### config.mk
export PLATFORM = sky130hd
export DESIGN_NAME = cesc_bank
export DESIGN_NICKNAME = d
export VERILOG_FILES = /design/src/rtl/cesc_bank.v
export VERILOG_INCLUDE_DIRS = /design/src /design/src/rtl
export SDC_FILE = /design/constraint.sdc
export NUM_CORES = 1
export LEC_CHECK = 0
export BUFFER_PORTS_ARGS = -buffer_cell sky130_fd_sc_hd__buf_2
export CAP_MARGIN = 20
export CORE_ASPECT_RATIO = 0.75
export CORE_MARGIN = 1.5
export CORE_UTILIZATION = 50
export CTS_CLUSTER_DIAMETER = 100
export DETAILED_ROUTE_END_ITERATION = 10
export GPL_TIMING_DRIVEN = 1
export HOLD_SLACK_MARGIN = 0.1
export PLACE_DENSITY = 0.77
export SLEW_MARGIN = 20
export SYNTH_ARGS = -nofsm -noshare
export SYNTH_HDL_FRONTEND = slang
export SYNTH_SLANG_ARGS = --single-unit
### constraint.sdc
create_clock -name mclk -period 8.35 [get_ports mclk]
set_input_delay 1.67 -clock mclk [delete_from_list [all_inputs] [get_ports mclk]]
set_output_delay 1.67 -clock mclk [all_outputs]
set_load 0.01 [all_outputs]
### src/rtl/cesc_regs.vh
// Constants for the clock enable and spread control bank
`ifndef CESC_REGS_VH
`define CESC_REGS_VH

// ----------------------------------------
// Serial addresses
// ----------------------------------------
`define CESC_ADDR_WRITE 8'hD2
`define CESC_ADDR_READ 8'hD3

// ----------------------------------------
// Transfer layout
// ----------------------------------------
`define CESC_PREAMBLE_BYTES 4'h2
`define CESC_LAST_WRITE_IDX 4'h7
`define CESC_LAST_BYTE_IDX 3'h5
`define CESC_BITS_PER_BYTE 4'h8
`define CESC_LAST_READ_BIT 4'h7

// ----------------------------------------
// Byte indexes
// ----------------------------------------
`define CESC_HOST_BYTE 3'h0
`define CESC_MEMORY_BYTE 3'h1
`define CESC_MID_BYTE 3'h2
`define CESC_PCI_BYTE 3'h3
`define CESC_VIDEO_BYTE 3'h4
`define CESC_SPREAD_BYTE 3'h5

// ----------------------------------------
// Reset values
// ----------------------------------------
`define CESC_HOST_RESET 8'hF6
`define CESC_MEMORY_RESET 8'h3F
`define CESC_MID_RESET 8'hE0
`define CESC_PCI_RESET 8'h7E
`define CESC_VIDEO_RESET 8'h00
`define CESC_SPREAD_RESET 8'h00

// ----------------------------------------
// Writable bit masks, reserved bits cleared
// ----------------------------------------
`define CESC_HOST_MASK 8'hFE
`define CESC_MEMORY_MASK 8'h3F
`define CESC_MID_MASK 8'hE0
`define CESC_PCI_MASK 8'h7F
`define CESC_VIDEO_MASK 8'h80
`define CESC_SPREAD_MASK 8'hE3

// ----------------------------------------
// Field positions
// ----------------------------------------
`define CESC_SPREAD_EN_BIT 3
`define CESC_MEM133_BIT 0
`define CESC_VIDEO_SRC_BIT 7
`define CESC_SPREAD_MODE_BIT 7
`define CESC_WIDTH_HI 6
`define CESC_WIDTH_LO 5
`define CESC_ESEL_HI 1
`define CESC_ESEL_LO 0

`endif

### src/rtl/cesc_bank.v
// Serially programmed clock enable and spread control register bank
`include "cesc_regs.vh"

module cesc_bank (
	// Clock and reset
	input wire mclk,
	input wire rst,
	// Serial pins, open drain data
	input wire scl_in,
	input wire sda_in,
	output wire sda_out,
	output wire sda_oe_n,
	// Power down pin, low means powered down
	input wire pd_n,
	// Control bytes
	output wire [7:0] host_clock_enable_byte,
	output wire [7:0] memory_clock_enable_byte,
	output wire [7:0] mid_clock_enable_byte,
	output wire [7:0] pci_clock_enable_byte,
	output wire [7:0] video_clock_select_byte,
	output wire [7:0] spread_control_byte,
	// Derived spread controls
	output wire spread_modulation_on,
	output wire video_spread_active,
	output wire spread_mean_lowered,
	output wire [1:0] spread_width_active
);

	// ----------------------------------------
	// States
	// ----------------------------------------
	localparam [2:0] ST_IDLE = 3'h0;
	localparam [2:0] ST_ADDR = 3'h1;
	localparam [2:0] ST_ACK = 3'h2;
	localparam [2:0] ST_WRITE = 3'h3;
	localparam [2:0] ST_READ = 3'h4;
	localparam [2:0] ST_RACK = 3'h5;

	// ----------------------------------------
	// Pin synchronisers
	// ----------------------------------------
	reg scl_m_r, scl_s_r, scl_d_r;
	reg sda_m_r, sda_s_r, sda_d_r;
	reg pd_m_r, pd_s_r;

	always @(posedge mclk or posedge rst)
	begin
		if (rst)
		begin
			scl_m_r <= 1'b1;
			scl_s_r <= 1'b1;
			scl_d_r <= 1'b1;
			sda_m_r <= 1'b1;
			sda_s_r <= 1'b1;
			sda_d_r <= 1'b1;
			pd_m_r <= 1'b1;
			pd_s_r <= 1'b1;
		end
		else
		begin
			scl_m_r <= scl_in;
			scl_s_r <= scl_m_r;
			scl_d_r <= scl_s_r;
			sda_m_r <= sda_in;
			sda_s_r <= sda_m_r;
			sda_d_r <= sda_s_r;
			pd_m_r <= pd_n;
			pd_s_r <= pd_m_r;
		end
	end

	wire scl_rise = scl_s_r & ~scl_d_r;
	wire scl_fall = ~scl_s_r & scl_d_r;
	wire bus_start = scl_s_r & scl_d_r & sda_d_r & ~sda_s_r;
	wire bus_stop = scl_s_r & scl_d_r & ~sda_d_r & sda_s_r;

	// ----------------------------------------
	// Transfer engine
	// ----------------------------------------
	reg [2:0] state_r, rd_idx_r, wr_sel_r;
	reg [3:0] bit_cnt_r, wr_idx_r;
	reg [7:0] shift_r, tx_r, wr_data_r;
	reg read_mode_r, host_nak_r, sda_oe_n_r, sda_out_r, wr_en_r;

	reg [7:0] host_r, memory_r, mid_r, pci_r, video_r, spread_r;
	reg [7:0] rd_byte;

	// Read mux for the byte about to be returned
	always @*
	begin
		case (rd_idx_r)
			`CESC_HOST_BYTE: rd_byte = host_r;
			`CESC_MEMORY_BYTE: rd_byte = memory_r;
			`CESC_MID_BYTE: rd_byte = mid_r;
			`CESC_PCI_BYTE: rd_byte = pci_r;
			`CESC_VIDEO_BYTE: rd_byte = video_r;
			default: rd_byte = spread_r;
		endcase
	end

	wire [2:0] rd_idx_next = (rd_idx_r == `CESC_LAST_BYTE_IDX) ? `CESC_HOST_BYTE : rd_idx_r + 3'h1;
	wire [3:0] wr_data_idx = wr_idx_r - `CESC_PREAMBLE_BYTES;

	always @(posedge mclk or posedge rst)
	begin
		if (rst)
		begin
			state_r <= ST_IDLE;
			bit_cnt_r <= 4'h0;
			shift_r <= 8'h00;
			tx_r <= 8'h00;
			wr_idx_r <= 4'h0;
			rd_idx_r <= 3'h0;
			read_mode_r <= 1'b0;
			host_nak_r <= 1'b0;
			sda_oe_n_r <= 1'b1;
			sda_out_r <= 1'b0;
			wr_en_r <= 1'b0;
			wr_sel_r <= 3'h0;
			wr_data_r <= 8'h00;
		end
		else
		begin
			wr_en_r <= 1'b0;
			sda_out_r <= 1'b0;
			// Pins are tri-stated in power down; the bank itself is kept
			if (!pd_s_r)
			begin
				state_r <= ST_IDLE;
				sda_oe_n_r <= 1'b1;
			end
			else if (bus_start)
			begin
				state_r <= ST_ADDR;
				bit_cnt_r <= 4'h0;
				wr_idx_r <= 4'h0;
				rd_idx_r <= `CESC_HOST_BYTE;
				sda_oe_n_r <= 1'b1;
			end
			else if (bus_stop)
			begin
				// A short transfer leaves unsent bytes alone
				state_r <= ST_IDLE;
				sda_oe_n_r <= 1'b1;
			end
			else
			begin
				case (state_r)
					ST_IDLE:
					begin
						sda_oe_n_r <= 1'b1;
					end
					ST_ADDR, ST_WRITE:
					begin
						if (scl_rise && bit_cnt_r != `CESC_BITS_PER_BYTE)
						begin
							shift_r <= {shift_r[6:0], sda_s_r};
							bit_cnt_r <= bit_cnt_r + 4'h1;
						end
						else if (scl_fall && bit_cnt_r == `CESC_BITS_PER_BYTE)
						begin
							bit_cnt_r <= 4'h0;
							if (state_r == ST_ADDR)
							begin
								if (shift_r == `CESC_ADDR_WRITE)
								begin
									read_mode_r <= 1'b0;
									sda_oe_n_r <= 1'b0;
									state_r <= ST_ACK;
								end
								else if (shift_r == `CESC_ADDR_READ)
								begin
									read_mode_r <= 1'b1;
									sda_oe_n_r <= 1'b0;
									state_r <= ST_ACK;
								end
								else
								begin
									state_r <= ST_IDLE;
								end
							end
							else if (wr_idx_r <= `CESC_LAST_WRITE_IDX)
							begin
								// Command and count are acked but never decoded
								sda_oe_n_r <= 1'b0;
								state_r <= ST_ACK;
								wr_idx_r <= wr_idx_r + 4'h1;
								if (wr_idx_r >= `CESC_PREAMBLE_BYTES)
								begin
									wr_en_r <= 1'b1;
									wr_sel_r <= wr_data_idx[2:0];
									wr_data_r <= shift_r;
								end
							end
							else
							begin
								// Beyond the last byte the host sees no ack
								state_r <= ST_IDLE;
							end
						end
					end
					ST_ACK:
					begin
						if (scl_fall)
						begin
							bit_cnt_r <= 4'h0;
							if (read_mode_r)
							begin
								tx_r <= rd_byte;
								sda_oe_n_r <= rd_byte[7];
								rd_idx_r <= rd_idx_next;
								state_r <= ST_READ;
							end
							else
							begin
								sda_oe_n_r <= 1'b1;
								state_r <= ST_WRITE;
							end
						end
					end
					ST_READ:
					begin
						if (scl_fall)
						begin
							if (bit_cnt_r == `CESC_LAST_READ_BIT)
							begin
								sda_oe_n_r <= 1'b1;
								state_r <= ST_RACK;
							end
							else
							begin
								tx_r <= {tx_r[6:0], 1'b0};
								sda_oe_n_r <= tx_r[6];
								bit_cnt_r <= bit_cnt_r + 4'h1;
							end
						end
					end
					ST_RACK:
					begin
						if (scl_rise)
						begin
							host_nak_r <= sda_s_r;
						end
						else if (scl_fall)
						begin
							bit_cnt_r <= 4'h0;
							if (host_nak_r)
							begin
								state_r <= ST_IDLE;
							end
							else
							begin
								// Bytes come back in order, wrapping after the last
								tx_r <= rd_byte;
								sda_oe_n_r <= rd_byte[7];
								rd_idx_r <= rd_idx_next;
								state_r <= ST_READ;
							end
						end
					end
					default:
					begin
						state_r <= ST_IDLE;
						sda_oe_n_r <= 1'b1;
					end
				endcase
			end
		end
	end

	// ----------------------------------------
	// Control bytes
	// ----------------------------------------
	// Reserved bits are forced to zero so they read back as zero
	// even if the host ignores them
	always @(posedge mclk or posedge rst)
	begin
		if (rst)
		begin
			host_r <= `CESC_HOST_RESET;
			memory_r <= `CESC_MEMORY_RESET;
			mid_r <= `CESC_MID_RESET;
			pci_r <= `CESC_PCI_RESET;
			video_r <= `CESC_VIDEO_RESET;
			spread_r <= `CESC_SPREAD_RESET;
		end
		else if (wr_en_r)
		begin
			// Only the addressed byte changes; power down does not touch them
			case (wr_sel_r)
				`CESC_HOST_BYTE: host_r <= wr_data_r & `CESC_HOST_MASK;
				`CESC_MEMORY_BYTE: memory_r <= wr_data_r & `CESC_MEMORY_MASK;
				`CESC_MID_BYTE: mid_r <= wr_data_r & `CESC_MID_MASK;
				`CESC_PCI_BYTE: pci_r <= wr_data_r & `CESC_PCI_MASK;
				`CESC_VIDEO_BYTE: video_r <= wr_data_r & `CESC_VIDEO_MASK;
				`CESC_SPREAD_BYTE: spread_r <= wr_data_r & `CESC_SPREAD_MASK;
				default: spread_r <= spread_r;
			endcase
		end
	end

	// ----------------------------------------
	// Derived spread controls
	// ----------------------------------------
	// Registered one cycle behind the bytes so every output is a flop
	reg spread_on_r, video_spread_r, mean_low_r;
	reg [1:0] width_r;

	always @(posedge mclk or posedge rst)
	begin
		if (rst)
		begin
			spread_on_r <= 1'b0;
			video_spread_r <= 1'b0;
			mean_low_r <= 1'b0;
			width_r <= 2'h0;
		end
		else
		begin
			spread_on_r <= host_r[`CESC_SPREAD_EN_BIT];
			video_spread_r <= video_r[`CESC_VIDEO_SRC_BIT] & host_r[`CESC_SPREAD_EN_BIT];
			// Down mode shifts the mean by half the width; center keeps it
			mean_low_r <= host_r[`CESC_SPREAD_EN_BIT] & ~spread_r[`CESC_SPREAD_MODE_BIT];
			// Width code read with the mode bit as down or center table
			width_r <= host_r[`CESC_SPREAD_EN_BIT] ? spread_r[`CESC_WIDTH_HI:`CESC_WIDTH_LO] : 2'h0;
		end
	end

	// ----------------------------------------
	// Outputs
	// ----------------------------------------
	assign sda_out = sda_out_r;
	assign sda_oe_n = sda_oe_n_r;
	assign host_clock_enable_byte = host_r;
	assign memory_clock_enable_byte = memory_r;
	assign mid_clock_enable_byte = mid_r;
	assign pci_clock_enable_byte = pci_r;
	assign video_clock_select_byte = video_r;
	assign spread_control_byte = spread_r;
	assign spread_modulation_on = spread_on_r;
	assign video_spread_active = video_spread_r;
	assign spread_mean_lowered = mean_low_r;
	assign spread_width_active = width_r;

endmodule // cesc_bank

[Word-level counts from Yosys, hierarchy flattened]
Cells that the tools add are included.
Storage, ports and cells
  memories kept: 0
  flip-flop bits (word level): 86
  word-level logic and storage cells: 212
  bits in read-only memories: 0
  memory bits (writable): 0
  latch bits: 0
Cells by class
  mux-type cells: 80
  multipliers: 0
  reductions and logical operators: 29
  shifts and indexed selects: 0
  add/sub/neg operators: 4
  magnitude comparators: 2
  div/mod/pow operators: 0
  bitwise logic cells: 18
  equality and inequality tests: 49
Operators with widths (number)
  $mux 3: 21
  $mux 4: 15
  $mux 7: 7
  $ne 5x5->1 const B: 8
  $pmux 8 s5: 1
  $mux 1: 27
  $reduce_and 8->1: 3
  $ne 3x3->1 const B: 7
  $pmux 7 s3: 1
  $ne 2x2->1 const B: 10
  $eq 3x2->1 const B: 6
  $eq 3x3->1 const B: 6
  $reduce_and 9->1: 2
  $eq 8x8->1 const B: 2
  $pmux 4 s4: 1
  $pmux 3 s5: 1
  $reduce_and 7->1: 2
  $ne 4x4->1 const B: 3
  $reduce_and 2->1: 6
  $reduce_and 11->1: 1
  $reduce_and 5->1: 2
  $and 1x1->1: 9
  $eq 3x1->1 const B: 3
  $logic_not 3->1: 3
  18 further kinds: 35

[Logic depth before layout (Yosys ltp)]
Gate-level depths: netlist of the first run.
  depth after elaboration: 10
  gate-level depth with buffers: 9

[Worst setup path after synthesis of the first run]
No wires, ideal clock.
  kind: register -> output
  start: register memory_r[5], in the netlist memory_clock_enable_byte[5]
  end: output port memory_clock_enable_byte[5]
  stages on the path, launching flop included: 1
  path buffers: 0
  setup slack: 6.144 ns
  data arrival time: 0.536 ns
  cell sequence: dfstp_2
RTL lines
  start: declaration: RTL line cesc_bank.v:85  | reg [7:0] host_r, memory_r, mid_r, pci_r, video_r, spread_r;
  start signal: assignment: RTL line cesc_bank.v:281  | memory_r <= `CESC_MEMORY_RESET;
  start signal: assignment: RTL line cesc_bank.v:292  | `CESC_MEMORY_BYTE: memory_r <= wr_data_r & `CESC_MEMORY_MASK;
  end: declaration: RTL line cesc_bank.v:17  | output wire [7:0] memory_clock_enable_byte,
No word-level cell between the ends.

[Worst setup path in the final report of the first run]
  start: register pci_r[4], in the netlist pci_clock_enable_byte[4]
  end: output port pci_clock_enable_byte[4]
RTL lines
  start: declaration: RTL line cesc_bank.v:85
  start signal: assignment: RTL line cesc_bank.v:283  | pci_r <= `CESC_PCI_RESET;
  start signal: assignment: RTL line cesc_bank.v:294  | `CESC_PCI_BYTE: pci_r <= wr_data_r & `CESC_PCI_MASK;
  end: declaration: RTL line cesc_bank.v:19  | output wire [7:0] pci_clock_enable_byte,
No word-level cell between the ends.

==> flow_metrics.env, run 1 <==
export IMPL_status="finished clean"
export IMPL_yosysSeqAreaShare_pct=51.2
export IMPL_clock_sinks=86
export IMPL_first_global_vias=2797
export IMPL_syn_avg_cell_area_sq_um=11.9
export IMPL_crit_fanout=3
export IMPL_timing_fmax_mhz=369
export IMPL_ctsResizeCount=0
export IMPL_ys_ff_latch=86
export IMPL_fin_nets=408
export IMPL_timing_rr_start="state_r[1]$_DFFE_PP0P_"
export IMPL_dp_hpwl_um=6430
export IMPL_grt_util_all_layers_pct=21.4
export IMPL_grt_overflow=0
export IMPL_numCtsBuffers=9
export IMPL_p_leak_nw=2.23
export IMPL_cp_start_kind="flop"
export IMPL_end_kind="output pin"
export IMPL_ff2ff_path_depth=4
export IMPL_coreArea_sq_um=8380
export IMPL_async_reset_ff_share_pct=100
export IMPL_worstSkewPairLatency_ns=0.34
export IMPL_wl_um=8850
export IMPL_ys_warn_count=0
export IMPL_grt_pass1_wl_um=14700
export IMPL_setup_violations=0
export IMPL_drc=0
export IMPL_synth_cell_type_count=60
export IMPL_required_ns=6.68
export IMPL_place_ws_ns=5.54
export IMPL_rsz0062_at_grt="false"
export IMPL_max_slew_worst_pin_slew_ns=1.08
export IMPL_die_h_um=83.1
export IMPL_multi_input_area_sq_um=1920
export IMPL_gp_congestion=0.889
export IMPL_cts_hold_buf=0
export IMPL_antenna_found_initial=0
export IMPL_syn_area_sq_um=4280
export IMPL_die_area_sq_um=9130
export IMPL_post_route_period_util_pct=32.4
export IMPL_final_seq_area_sq_um=2190
export IMPL_final_cells=510
export IMPL_stdcell_area_sq_um=4830
export IMPL_clk_pin_slew_ns=0.07
export IMPL_fin_ws_ns=5.64
export IMPL_maxCapViolCount=0
export IMPL_powerDensity_nw_per_um2=186
export IMPL_drt_initial_drc_count=169
export IMPL_drv_slew=0
export IMPL_diodes=0
export IMPL_dr_pass1_iters=4
export IMPL_synth_edff_count=0
export IMPL_num_io_pins=60
export IMPL_cp_data_arrival_time_ns=1.04
export IMPL_dp_cells=494
export IMPL_start_util_pct=51.0
export IMPL_synthCells=358
export IMPL_cts_max_path_buffers=2
export IMPL_r2r_end="wr_data_r[1]$_DFFE_PP0P_"
export IMPL_vias=2925
export IMPL_fill_cells=671
export IMPL_drive_above_1_share_pct=38.1
export IMPL_crit_path_max_incr_delay_ns=0.55
export IMPL_synth_top_flop_cell="dfrtp_1"
export IMPL_skew_ns=0.00812
export IMPL_startpoint="pci_clock_enable_byte[4]$_DFFE_PP1P_"
export IMPL_worstPathCellList="buf_2"
export IMPL_cts_tree="built"
export IMPL_hold_viol=0
export IMPL_die_x_um=110
export IMPL_area_delta_synth_final_pct=12.9
export IMPL_post_cts_buffers=0
export IMPL_worstSetupPathDepth=1
export IMPL_crit_type="flop to output pin"
export IMPL_core_rowCount=29
export IMPL_io_buffer_count=39
export IMPL_cts_root_buffer_cell="clkbuf_16"
export IMPL_slew_headroom_pct=27.6
export IMPL_cp_slowest_cell="dfstp_2"
export IMPL_r2r_setup_slack_ns=5.86
export IMPL_ir_drop_v=0.000171
export IMPL_post_dp_cell_area_sq_um=4490
export IMPL_antenna_left=0
export IMPL_min_period_ns=2.71
export IMPL_grt_max_degree=70
export IMPL_crit_buf_inv=1
export IMPL_vias_per_cell=5.74
export IMPL_cp_endpoint="pci_clock_enable_byte[4]"
export IMPL_routedWlPerCell_um=17.4
export IMPL_hold_class="flop to flop"
export IMPL_h_tree_depth=3
export IMPL_setup_tns_ns=0
export IMPL_cp_top_family="flip-flops"
==> per-layer routing <==
layer	track usage, %	vias to the layer above	routed length, um
met2	29.9	104	3850
met3	5.49	12	478
met1	32.6	1457	4410
met4	6.14	0	107
li1	-	1352	-
met5	0	-	0
==> power breakdown <==
part           switching, W  internal (W)  total (W)  leakage (nW)
Clock              0.000174      0.000269   0.000443         0.164
Sequential       0.00000381      0.000422   0.000426          1.09
Combinational     0.0000218    0.00000629  0.0000281         0.976
Total              0.000199      0.000698   0.000897          2.23
==> final cells by class <==
cell class / instances / area share [%]
well taps: 108 / 2.80
flip-flops and latches: 86 / 45.3
multi-input cells: 248 / 39.7
repair buffers: 41 / 4.35
inverters: 11 / 0.881
clock buffers: 9 / 4.66
clock inverters: 7 / 2.31
==> sequential cells by signal, indices dropped and copies added (netlist names), 2 cells and up <==
register	flops
bit_cnt_r	4
host_clock_enable_byte	7
memory_clock_enable_byte	6
mid_clock_enable_byte	3
pci_clock_enable_byte	7
rd_idx_r	3
shift_r	8
spread_control_byte	5
spread_width_active	2
state_r	3
tx_r	7
wr_data_r	8
wr_idx_r	4
wr_sel_r	3
==> cell families (layout without fill, tap and decap cells) <==
group / Yosys count / count (layout) / share of synthesized area (%)
other: 1 / 20 / 0.0877
adder cells (fa/ha/maj): 6 / 6 / 1.75
AND/OR/NAND/NOR: 83 / 83 / 12.0
XOR/XNOR: 1 / 1 / 0.205
multiplexers: 69 / 69 / 17.9
AO/OA/AOI/OAI: 69 / 69 / 11.1
buffers and inverters: 43 / 68 / 5.67
flip-flops: 86 / 86 / 51.2
==> worst min-delay path by stage <==
| stage | end | start | cells past startpoint |
|---|---|---|---|
| after global routing | sda_s_r$_DFF_PP1_ | sda_m_r$_DFF_PP1_ | 0 |
| after global placement | sda_s_r$_DFF_PP1_ | sda_m_r$_DFF_PP1_ | 0 |
| after CTS | sda_s_r$_DFF_PP1_ | sda_m_r$_DFF_PP1_ | 0 |
| after detailed placement | sda_s_r$_DFF_PP1_ | sda_m_r$_DFF_PP1_ | 0 |
| final | sda_s_r$_DFF_PP1_ | sda_m_r$_DFF_PP1_ | 0 |
| after floorplan | pd_s_r$_DFF_PP1_ | pd_m_r$_DFF_PP1_ | 0 |
==> worst reg2reg max path: stages, from the launching register on <==
cell and delay [ns]:
dfrtp_1 0.62, nand2b_1 0.19, nor4_2 0.54, o311a_1 0.63
mux2_2 0.40
==> Yosys cell counts (all sizes together) (6+ instances only) <==
| library cell | n | area (sq um) |
|---|---|---|
| and2 | 6 | 37.5 |
| a21oi | 13 | 65.1 |
| clkbuf | 8 | 30.0 |
| dfrtp | 56 | 1400 |
| o21ai | 18 | 93.8 |
| nand2 | 17 | 63.8 |
| nand2b | 12 | 75.1 |
| mux2i | 8 | 80.1 |
| mux2 | 61 | 687 |
| ha | 6 | 75.1 |
| buf | 24 | 171 |
| nor2 | 14 | 52.6 |
| o31ai | 7 | 52.6 |
| inv | 11 | 41.3 |
| dfstp | 30 | 788 |
==> metrics by stage <==
stage                     power [W]  util, %  hold slack (ns)
after floorplan            0.000461        -            0.345
after global placement     0.000460     53.6            0.347
after detailed placement   0.000462     53.6            0.347
after CTS                  0.000905     57.6            0.357
after global routing       0.000927     57.6            0.358
final                      0.000897     57.6            0.356
==> placed cells by master (no fill, tap or decap), types with 8 or more instances in the layout <==
cell type	n
mux2_2	59
dfrtp_1	56
buf_2	39
dfstp_2	30
conb_1	20
nand2_1	17
o21ai_0	17
nor2_1	14
a21oi_1	13
nand2b_1	12
inv_1	10
clkbuf_16	9
mux2i_1	8
(Power assumes the default switching activity.)
==> run 2: changes to the inputs <==
--- a/config.mk
+++ b/config.mk
@@ -6,6 +6,7 @@
 export SDC_FILE = /design/constraint.sdc
 export NUM_CORES = 1
 export LEC_CHECK = 0
+export ABC_AREA = 1
 export BUFFER_PORTS_ARGS = -buffer_cell sky130_fd_sc_hd__buf_2
 export CAP_MARGIN = 20
 export CORE_ASPECT_RATIO = 0.75
==> constraint.sdc (replaced) <==
create_clock -name mclk -period 2.8 [get_ports mclk]
set_input_delay 0.56 -clock mclk [delete_from_list [all_inputs] [get_ports mclk]]
set_output_delay 0.56 -clock mclk [all_outputs]
set_load 0.01 [all_outputs]
==> run 2 against run 1 <==
Setup slack got worse by 4.7 ns. Largest cell class unchanged. Combinational power grew to 8.4 times the previous value. Clock power rose to 2.6 times the previous value. Critical path depth up 8. Sequential cell count did not move. Synthesized cell count rose by 53%. Sequential power grew to 3.1 times the previous value. Die area rose by 6.2%. Worst hold slack lost 0.13 ns.
==> flow_metrics.env, run 2 <==
export IMPL_status="finished clean"
export IMPL_fin_ws_ns=0.895
export IMPL_skew_ns=0.0113
export IMPL_vias_per_cell=5.21
export IMPL_synth_area_leaders="dfrtp_1, dfstp_2, nand2_1, o21ai_0, inv_1"
export IMPL_grt_overflow=0
export IMPL_die_area_sq_um=9690
export IMPL_cts_max_path_buffers=2
export IMPL_h_tree_depth=3
export IMPL_clock_sinks=86
export IMPL_ctsResizeCount=0
export IMPL_syn_area_sq_um=4550
export IMPL_wl_um=9710
export IMPL_multi_input_area_sq_um=1940
export IMPL_cts_tree="built"
export IMPL_setup_tns_ns=0
export IMPL_die_h_um=85.6
export IMPL_slew_headroom_pct=65.9
export IMPL_maxCapViolCount=0
export IMPL_ys_ff_latch=86
export IMPL_num_io_pins=60
export IMPL_synth_top_flop_cell="dfrtp_1"
export IMPL_p_leak_nw=2.45
export IMPL_grt_max_degree=59
export IMPL_crit_type="flop to flop"
export IMPL_required_ns=3.03
export IMPL_rsz0062_at_grt="false"
export IMPL_cts_hold_buf=0
export IMPL_die_x_um=113
export IMPL_cp_start_kind="flop"
export IMPL_yosysTopAreaCellShare_pct=30.8
export IMPL_final_cell_mix="nand2_1, dfrtp_1, inv_1, o21ai_0"
export IMPL_timing_fmax_mhz=525
export IMPL_max_slew_worst_pin_slew_ns=0.510
export IMPL_numCtsBuffers=9
export IMPL_drc=0
export IMPL_ys_warn_count=0
export IMPL_hold_slack_ns=0.228
export IMPL_syn_avg_cell_area_sq_um=8.34
export IMPL_powerDensity_nw_per_um2=536
export IMPL_cts_root_buffer_cell="clkbuf_16"
export IMPL_async_reset_ff_share_pct=100
export IMPL_final_util_pct=58.1
export IMPL_first_global_vias=3297
export IMPL_yosysSeqAreaShare_pct=48.1
export IMPL_worstSkewPairLatency_ns=0.34
export IMPL_synth_edff_count=0
export IMPL_ir_drop_v=0.000397
export IMPL_hold_class="primary input to async pin"
export IMPL_final_seq_area_sq_um=2190
export IMPL_post_cts_buffers=0
export IMPL_clk_pin_slew_ns=0.06
export IMPL_cp_data_arrival_time_ns=2.14
export IMPL_drive_above_1_share_pct=23.3
export IMPL_setup_violations=0
export IMPL_top_regs="shift_r: 8 flops, wr_data_r: 8 flops"
export IMPL_crit_fanout=11
export IMPL_start_util_pct=52.7
export IMPL_dp_hpwl_um=7230
export IMPL_post_route_period_util_pct=68.0
export IMPL_core_rowCount=29
export IMPL_area_delta_synth_final_pct=10.1
export IMPL_gp_congestion=0.981
export IMPL_io_buffer_count=39
export IMPL_min_period_ns=1.90
export IMPL_synth_cell_type_count=39
export IMPL_synthCells=546
export IMPL_diodes=0
export IMPL_p_total_w=0.00269
export IMPL_yosysMostFrequentCell="nand2_1"
export IMPL_antenna_left=0
export IMPL_grt_pass1_wl_um=16500
export IMPL_drv_slew=0
export IMPL_place_ws_ns=0.934
export IMPL_routedWlPerCell_um=13.9
export IMPL_layout_commonest_cell="nand2_1"
export IMPL_antenna_found_initial=0
export IMPL_synth_common_cells="nand2_1, dfrtp_1, inv_1"
export IMPL_end_kind="flop"
export IMPL_drt_initial_drc_count=221
export IMPL_hold_viol=0
export IMPL_coreArea_sq_um=8640
export IMPL_vias=3629
export IMPL_fin_nets=595
export IMPL_yosysTopAreaCell="dfrtp_1"
export IMPL_fill_cells=767
export IMPL_grt_util_all_layers_pct=21.7
export IMPL_dr_pass1_iters=4
-- run 2: cell types whose count changed after synthesis, moves of 12 or more --
cell / change
nand3_1: +23
mux2_2: -59
nor2_1: +25
nand2_1: +141
inv_1: +45
o21ai_0: +31
nand2b_1: -12
-- run 2: layout make-up --
class	instances	area share (%)
multi-input cells	382	38.6
flip-flops and latches	86	43.7
well taps	108	2.69
clock inverters	4	0.599
inverters	65	4.99
clock buffers	12	5.11
repair buffers	40	4.29
-- run 2: metrics by stage --
stage                     std cells  area, sq um
after CTS                       697         5010
after floorplan                 565         4620
after global routing            697         5010
final                           697         5010
after detailed placement        681         4730
after global placement          681         4730
-- run 2: cell families after synthesis --
group	Yosys count	share of synthesized area (%)
buf+inv	97	10.9
fa+ha+maj	6	1.65
flops	86	48.1
simple gates	267	27.9
xor+xnor	1	0.192
other cells	1	0.0824
compound gates	88	11.1
-- run 2: power breakdown --
group          total (W)  switching (W)  internal [W]
clock            0.00114       0.000484      0.000653
combinational   0.000235       0.000171     0.0000643
sequential       0.00132      0.0000405       0.00128
-- run 2: path summary, 6_finish.rpt --
check / slack [ns] / cells after the start / end / from
worst max register to register: 0.90 / 9 / tx_r[5]$_DFFE_PP0P_ / rd_idx_r[2]$_DFFE_PP0P_
min in group mclk: 0.31 / 1 / sda_m_r$_DFF_PP1_ / sda_in
worst min register to register: 0.36 / 0 / scl_s_r$_DFF_PP1_ / scl_m_r$_DFF_PP1_
worst max-delay path: 0.90 / 9 / tx_r[5]$_DFFE_PP0P_ / rd_idx_r[2]$_DFFE_PP0P_
worst min-delay path: 0.23 / 2 / bit_cnt_r[1]$_DFFE_PP0P_ / rst
max in group asynchronous: 1.84 / 3 / sda_oe_n$_DFFE_PP1P_ / rst
-- run 2: layer usage --
metal  GRT usage [%]  vias up  part of all wire, %
met1            32.8     1703                   49
li1                -     1779                    -
met5               0        -                    0
met2            31.1      137                   43
met4            5.80        0                  1.1
met3            5.51       10                  7.3
-- run 2: worst max-delay path, cell delays in order (launching register included) --
cell     delay, ns
dfrtp_1       0.43
inv_1         0.27
ha_1          0.37
nor2_1        0.10
nand2_1       0.09
inv_1         0.07
nor2_1        0.16
nand4_1       0.16
nand3_1       0.10
nand2_1       0.05
==> run 3: changes to the inputs <==
--- a/config.mk
+++ b/config.mk
@@ -16,7 +16,7 @@
 export DETAILED_ROUTE_END_ITERATION = 10
 export GPL_TIMING_DRIVEN = 1
 export HOLD_SLACK_MARGIN = 0.1
-export PLACE_DENSITY = 0.77
+export PLACE_DENSITY = 0.79
 export SLEW_MARGIN = 20
 export SYNTH_ARGS = -nofsm -noshare
 export SYNTH_HDL_FRONTEND = slang
==> constraint.sdc (replaced) <==
create_clock -name mclk -period 1.71 [get_ports mclk]
set_input_delay 0.342 -clock mclk [delete_from_list [all_inputs] [get_ports mclk]]
set_output_delay 0.342 -clock mclk [all_outputs]
set_load 0.01 [all_outputs]
==> run 3 against run 2 <==
Clock-buffer cell count grew 1. Cell count rose by 3.3%. Utilization up 2.8 points. Sequential power up 62%. Clock power rose by 68%. Setup slack worse by 0.84 ns. Global-route usage grew 1.1 points. Register-to-register slack worse by 0.84 ns. Sequential cell count is the same. Worst hold slack got worse by 0.12 ns. Critical endpoint is now state_r[0]$_DFFE_PP0P_. Largest cell class unchanged.
==> flow_metrics.env, run 3 (synthesized netlist as in run 2, its figures left out) <==
export IMPL_crit_type="flop to flop"
export IMPL_drt_initial_drc_count=356
export IMPL_min_period_ns=1.66
export IMPL_area_delta_synth_final_pct=15.5
export IMPL_die_x_um=113
export IMPL_met1_usage_pct=33.6
export IMPL_clkPwrFrac_pct=42.2
export IMPL_sw_frac_of_total_pct=26.0
export IMPL_final_cells=720
export IMPL_fin_nets=618
export IMPL_vias_per_cell=5.36
export IMPL_dp_hpwl_um=7480
export IMPL_grt_util_all_layers_pct=22.8
export IMPL_ir_drop_v=0.000685
export IMPL_max_slew_worst_pin_slew_ns=0.514
export IMPL_grt_max_degree=87
export IMPL_antenna_found_initial=0
export IMPL_first_global_vias=3493
export IMPL_slew_headroom_pct=65.6
export IMPL_fin_ws_ns=0.0547
export IMPL_top_regs="shift_r: 8 flops, wr_data_r: 8 flops"
export IMPL_die_h_um=85.6
export IMPL_num_io_pins=60
export IMPL_end_kind="flop"
export IMPL_vias=3862
export IMPL_hold_viol=0
export IMPL_p_leak_nw=2.57
export IMPL_p_sw_w=0.00117
export IMPL_cts_root_buffer_cell="clkbuf_16"
export IMPL_start_util_pct=52.7
export IMPL_worstSkewPairLatency_ns=0.34
export IMPL_crit_fanout=6
export IMPL_dr_pass1_iters=8
export IMPL_grt_pass1_wl_um=17300
export IMPL_dp_cells=689
export IMPL_final_cell_mix="nand2_1, inv_1, dfrtp_1, o21ai_0, buf_2"
export IMPL_cp_data_arrival_time_ns=1.89
export IMPL_drc=0
export IMPL_diodes=0
export IMPL_internal_power_w=0.00335
export IMPL_drive_above_1_share_pct=27.1
export IMPL_place_ws_ns=0.0133
export IMPL_hold_class="primary input to async pin"
export IMPL_layout_commonest_cell="nand2_1"
export IMPL_cp_start_kind="flop"
export IMPL_grt_overflow=0
export IMPL_required_ns=1.94
export IMPL_status="finished clean"
export IMPL_skew_ns=0.00750
export IMPL_grt_util_met3_pct=5.37
export IMPL_busiest_layer="met2"
export IMPL_h_tree_depth=3
export IMPL_maxCapViolCount=0
export IMPL_wl_um=10900
export IMPL_die_area_sq_um=9690
export IMPL_cts_max_path_buffers=2
export IMPL_rsz0062_at_grt="true"
export IMPL_seq_power_share_pct=47.2
export IMPL_timing_fmax_mhz=604
export IMPL_clk_pin_slew_ns=0.06
export IMPL_routedWlPerCell_um=15.2
export IMPL_io_buffer_count=39
export IMPL_coreArea_sq_um=8640
export IMPL_antenna_left=0
export IMPL_clock_sinks=86
export IMPL_cts_tree="built"
export IMPL_power_share_combinational_pct=10.6
export IMPL_powerDensity_nw_per_um2=860
export IMPL_setup_violations=0
export IMPL_post_route_period_util_pct=96.8
export IMPL_grt_use_met2_pct=33.9
export IMPL_numCtsBuffers=9
export IMPL_core_rowCount=29
export IMPL_gp_congestion=0.935
export IMPL_drv_slew=0
## run 3: cell type report
cell class                      instances  area, sq um
Clock buffer                           13          270
Clock inverter                          3         25.0
Fill cell                             727         3380
Inverter                               65          253
Multi-Input combinational cell        385         2000
Sequential cell                        86         2190
Tap cell                              108          135
Timing Repair Buffer                   59          373
Timing Repair inverter                  1         7.51
## run 3: path summary, 6_finish.rpt
| kind | cells past startpoint | from | to | slack (ns) |
|---|---|---|---|---|
| setup / recovery | 9 | scl_s_r$_DFF_PP1_ | state_r[0]$_DFFE_PP0P_ | 0.05 |
| hold / removal | 3 | rst | shift_r[5]$_DFFE_PP0P_ | 0.11 |
| setup reg to reg | 9 | scl_s_r$_DFF_PP1_ | state_r[0]$_DFFE_PP0P_ | 0.05 |
| hold reg to reg | 0 | sda_m_r$_DFF_PP1_ | sda_s_r$_DFF_PP1_ | 0.35 |
| max in group asynchronous | 3 | rst | host_clock_enable_byte[7]$_DFFE_PP1P_ | 1.21 |
| min in group mclk | 0 | sda_m_r$_DFF_PP1_ | sda_s_r$_DFF_PP1_ | 0.35 |
## run 3: power by group through the flow
stage               registers (W)  clock network [W]  logic, W
global placement          0.00217                  0  0.000432
CTS                       0.00214            0.00194  0.000460
floorplan                 0.00216                  0  0.000361
detailed placement        0.00217                  0  0.000449
finish                    0.00214            0.00191  0.000482
global route              0.00214            0.00201  0.000543
## run 3: per-stage QoR
stage | hold slack [ns] | util (%) | area (sq um) | total power (W) | setup TNS [ns]
2_1_floorplan | 0.345 | - | 4630 | 0.00252 | 0
3_3_place_gp | 0.347 | 55.5 | 4790 | 0.00260 | 0
3_5_place_dp | 0.348 | 55.5 | 4790 | 0.00262 | 0
4_1_cts | 0.143 | 59.2 | 5120 | 0.00453 | 0
5_1_grt | 0.166 | 60.9 | 5260 | 0.00469 | -0.190
6_report | 0.111 | 60.9 | 5260 | 0.00452 | 0
## run 3: critical path, stage by stage (launching register included)
cell     delay, ns
dfstp_2       0.58
nand2_1       0.08
inv_2         0.10
nand3_2       0.11
nand2_4       0.16
inv_2         0.13
o21ai_0       0.10
o21ai_0       0.15
nand2_1       0.10
nand2_1       0.04
## run 3: layer usage
layer	wire [um]	part of all wire, %
met1	4970	46
met2	4910	45
met3	881	8.1
met4	156	1.4
met5	0	0
## run 3: what timing repair did
action / CTS / global route
buffers inserted: 0 / 8
pin swaps: 1 / 7
setup endpoints to repair: 2 / 33
hold buffers: 3 / 0
gates cloned: 0 / 4
hold endpoints to repair: 3 / 0
resized for setup: 0 / 15
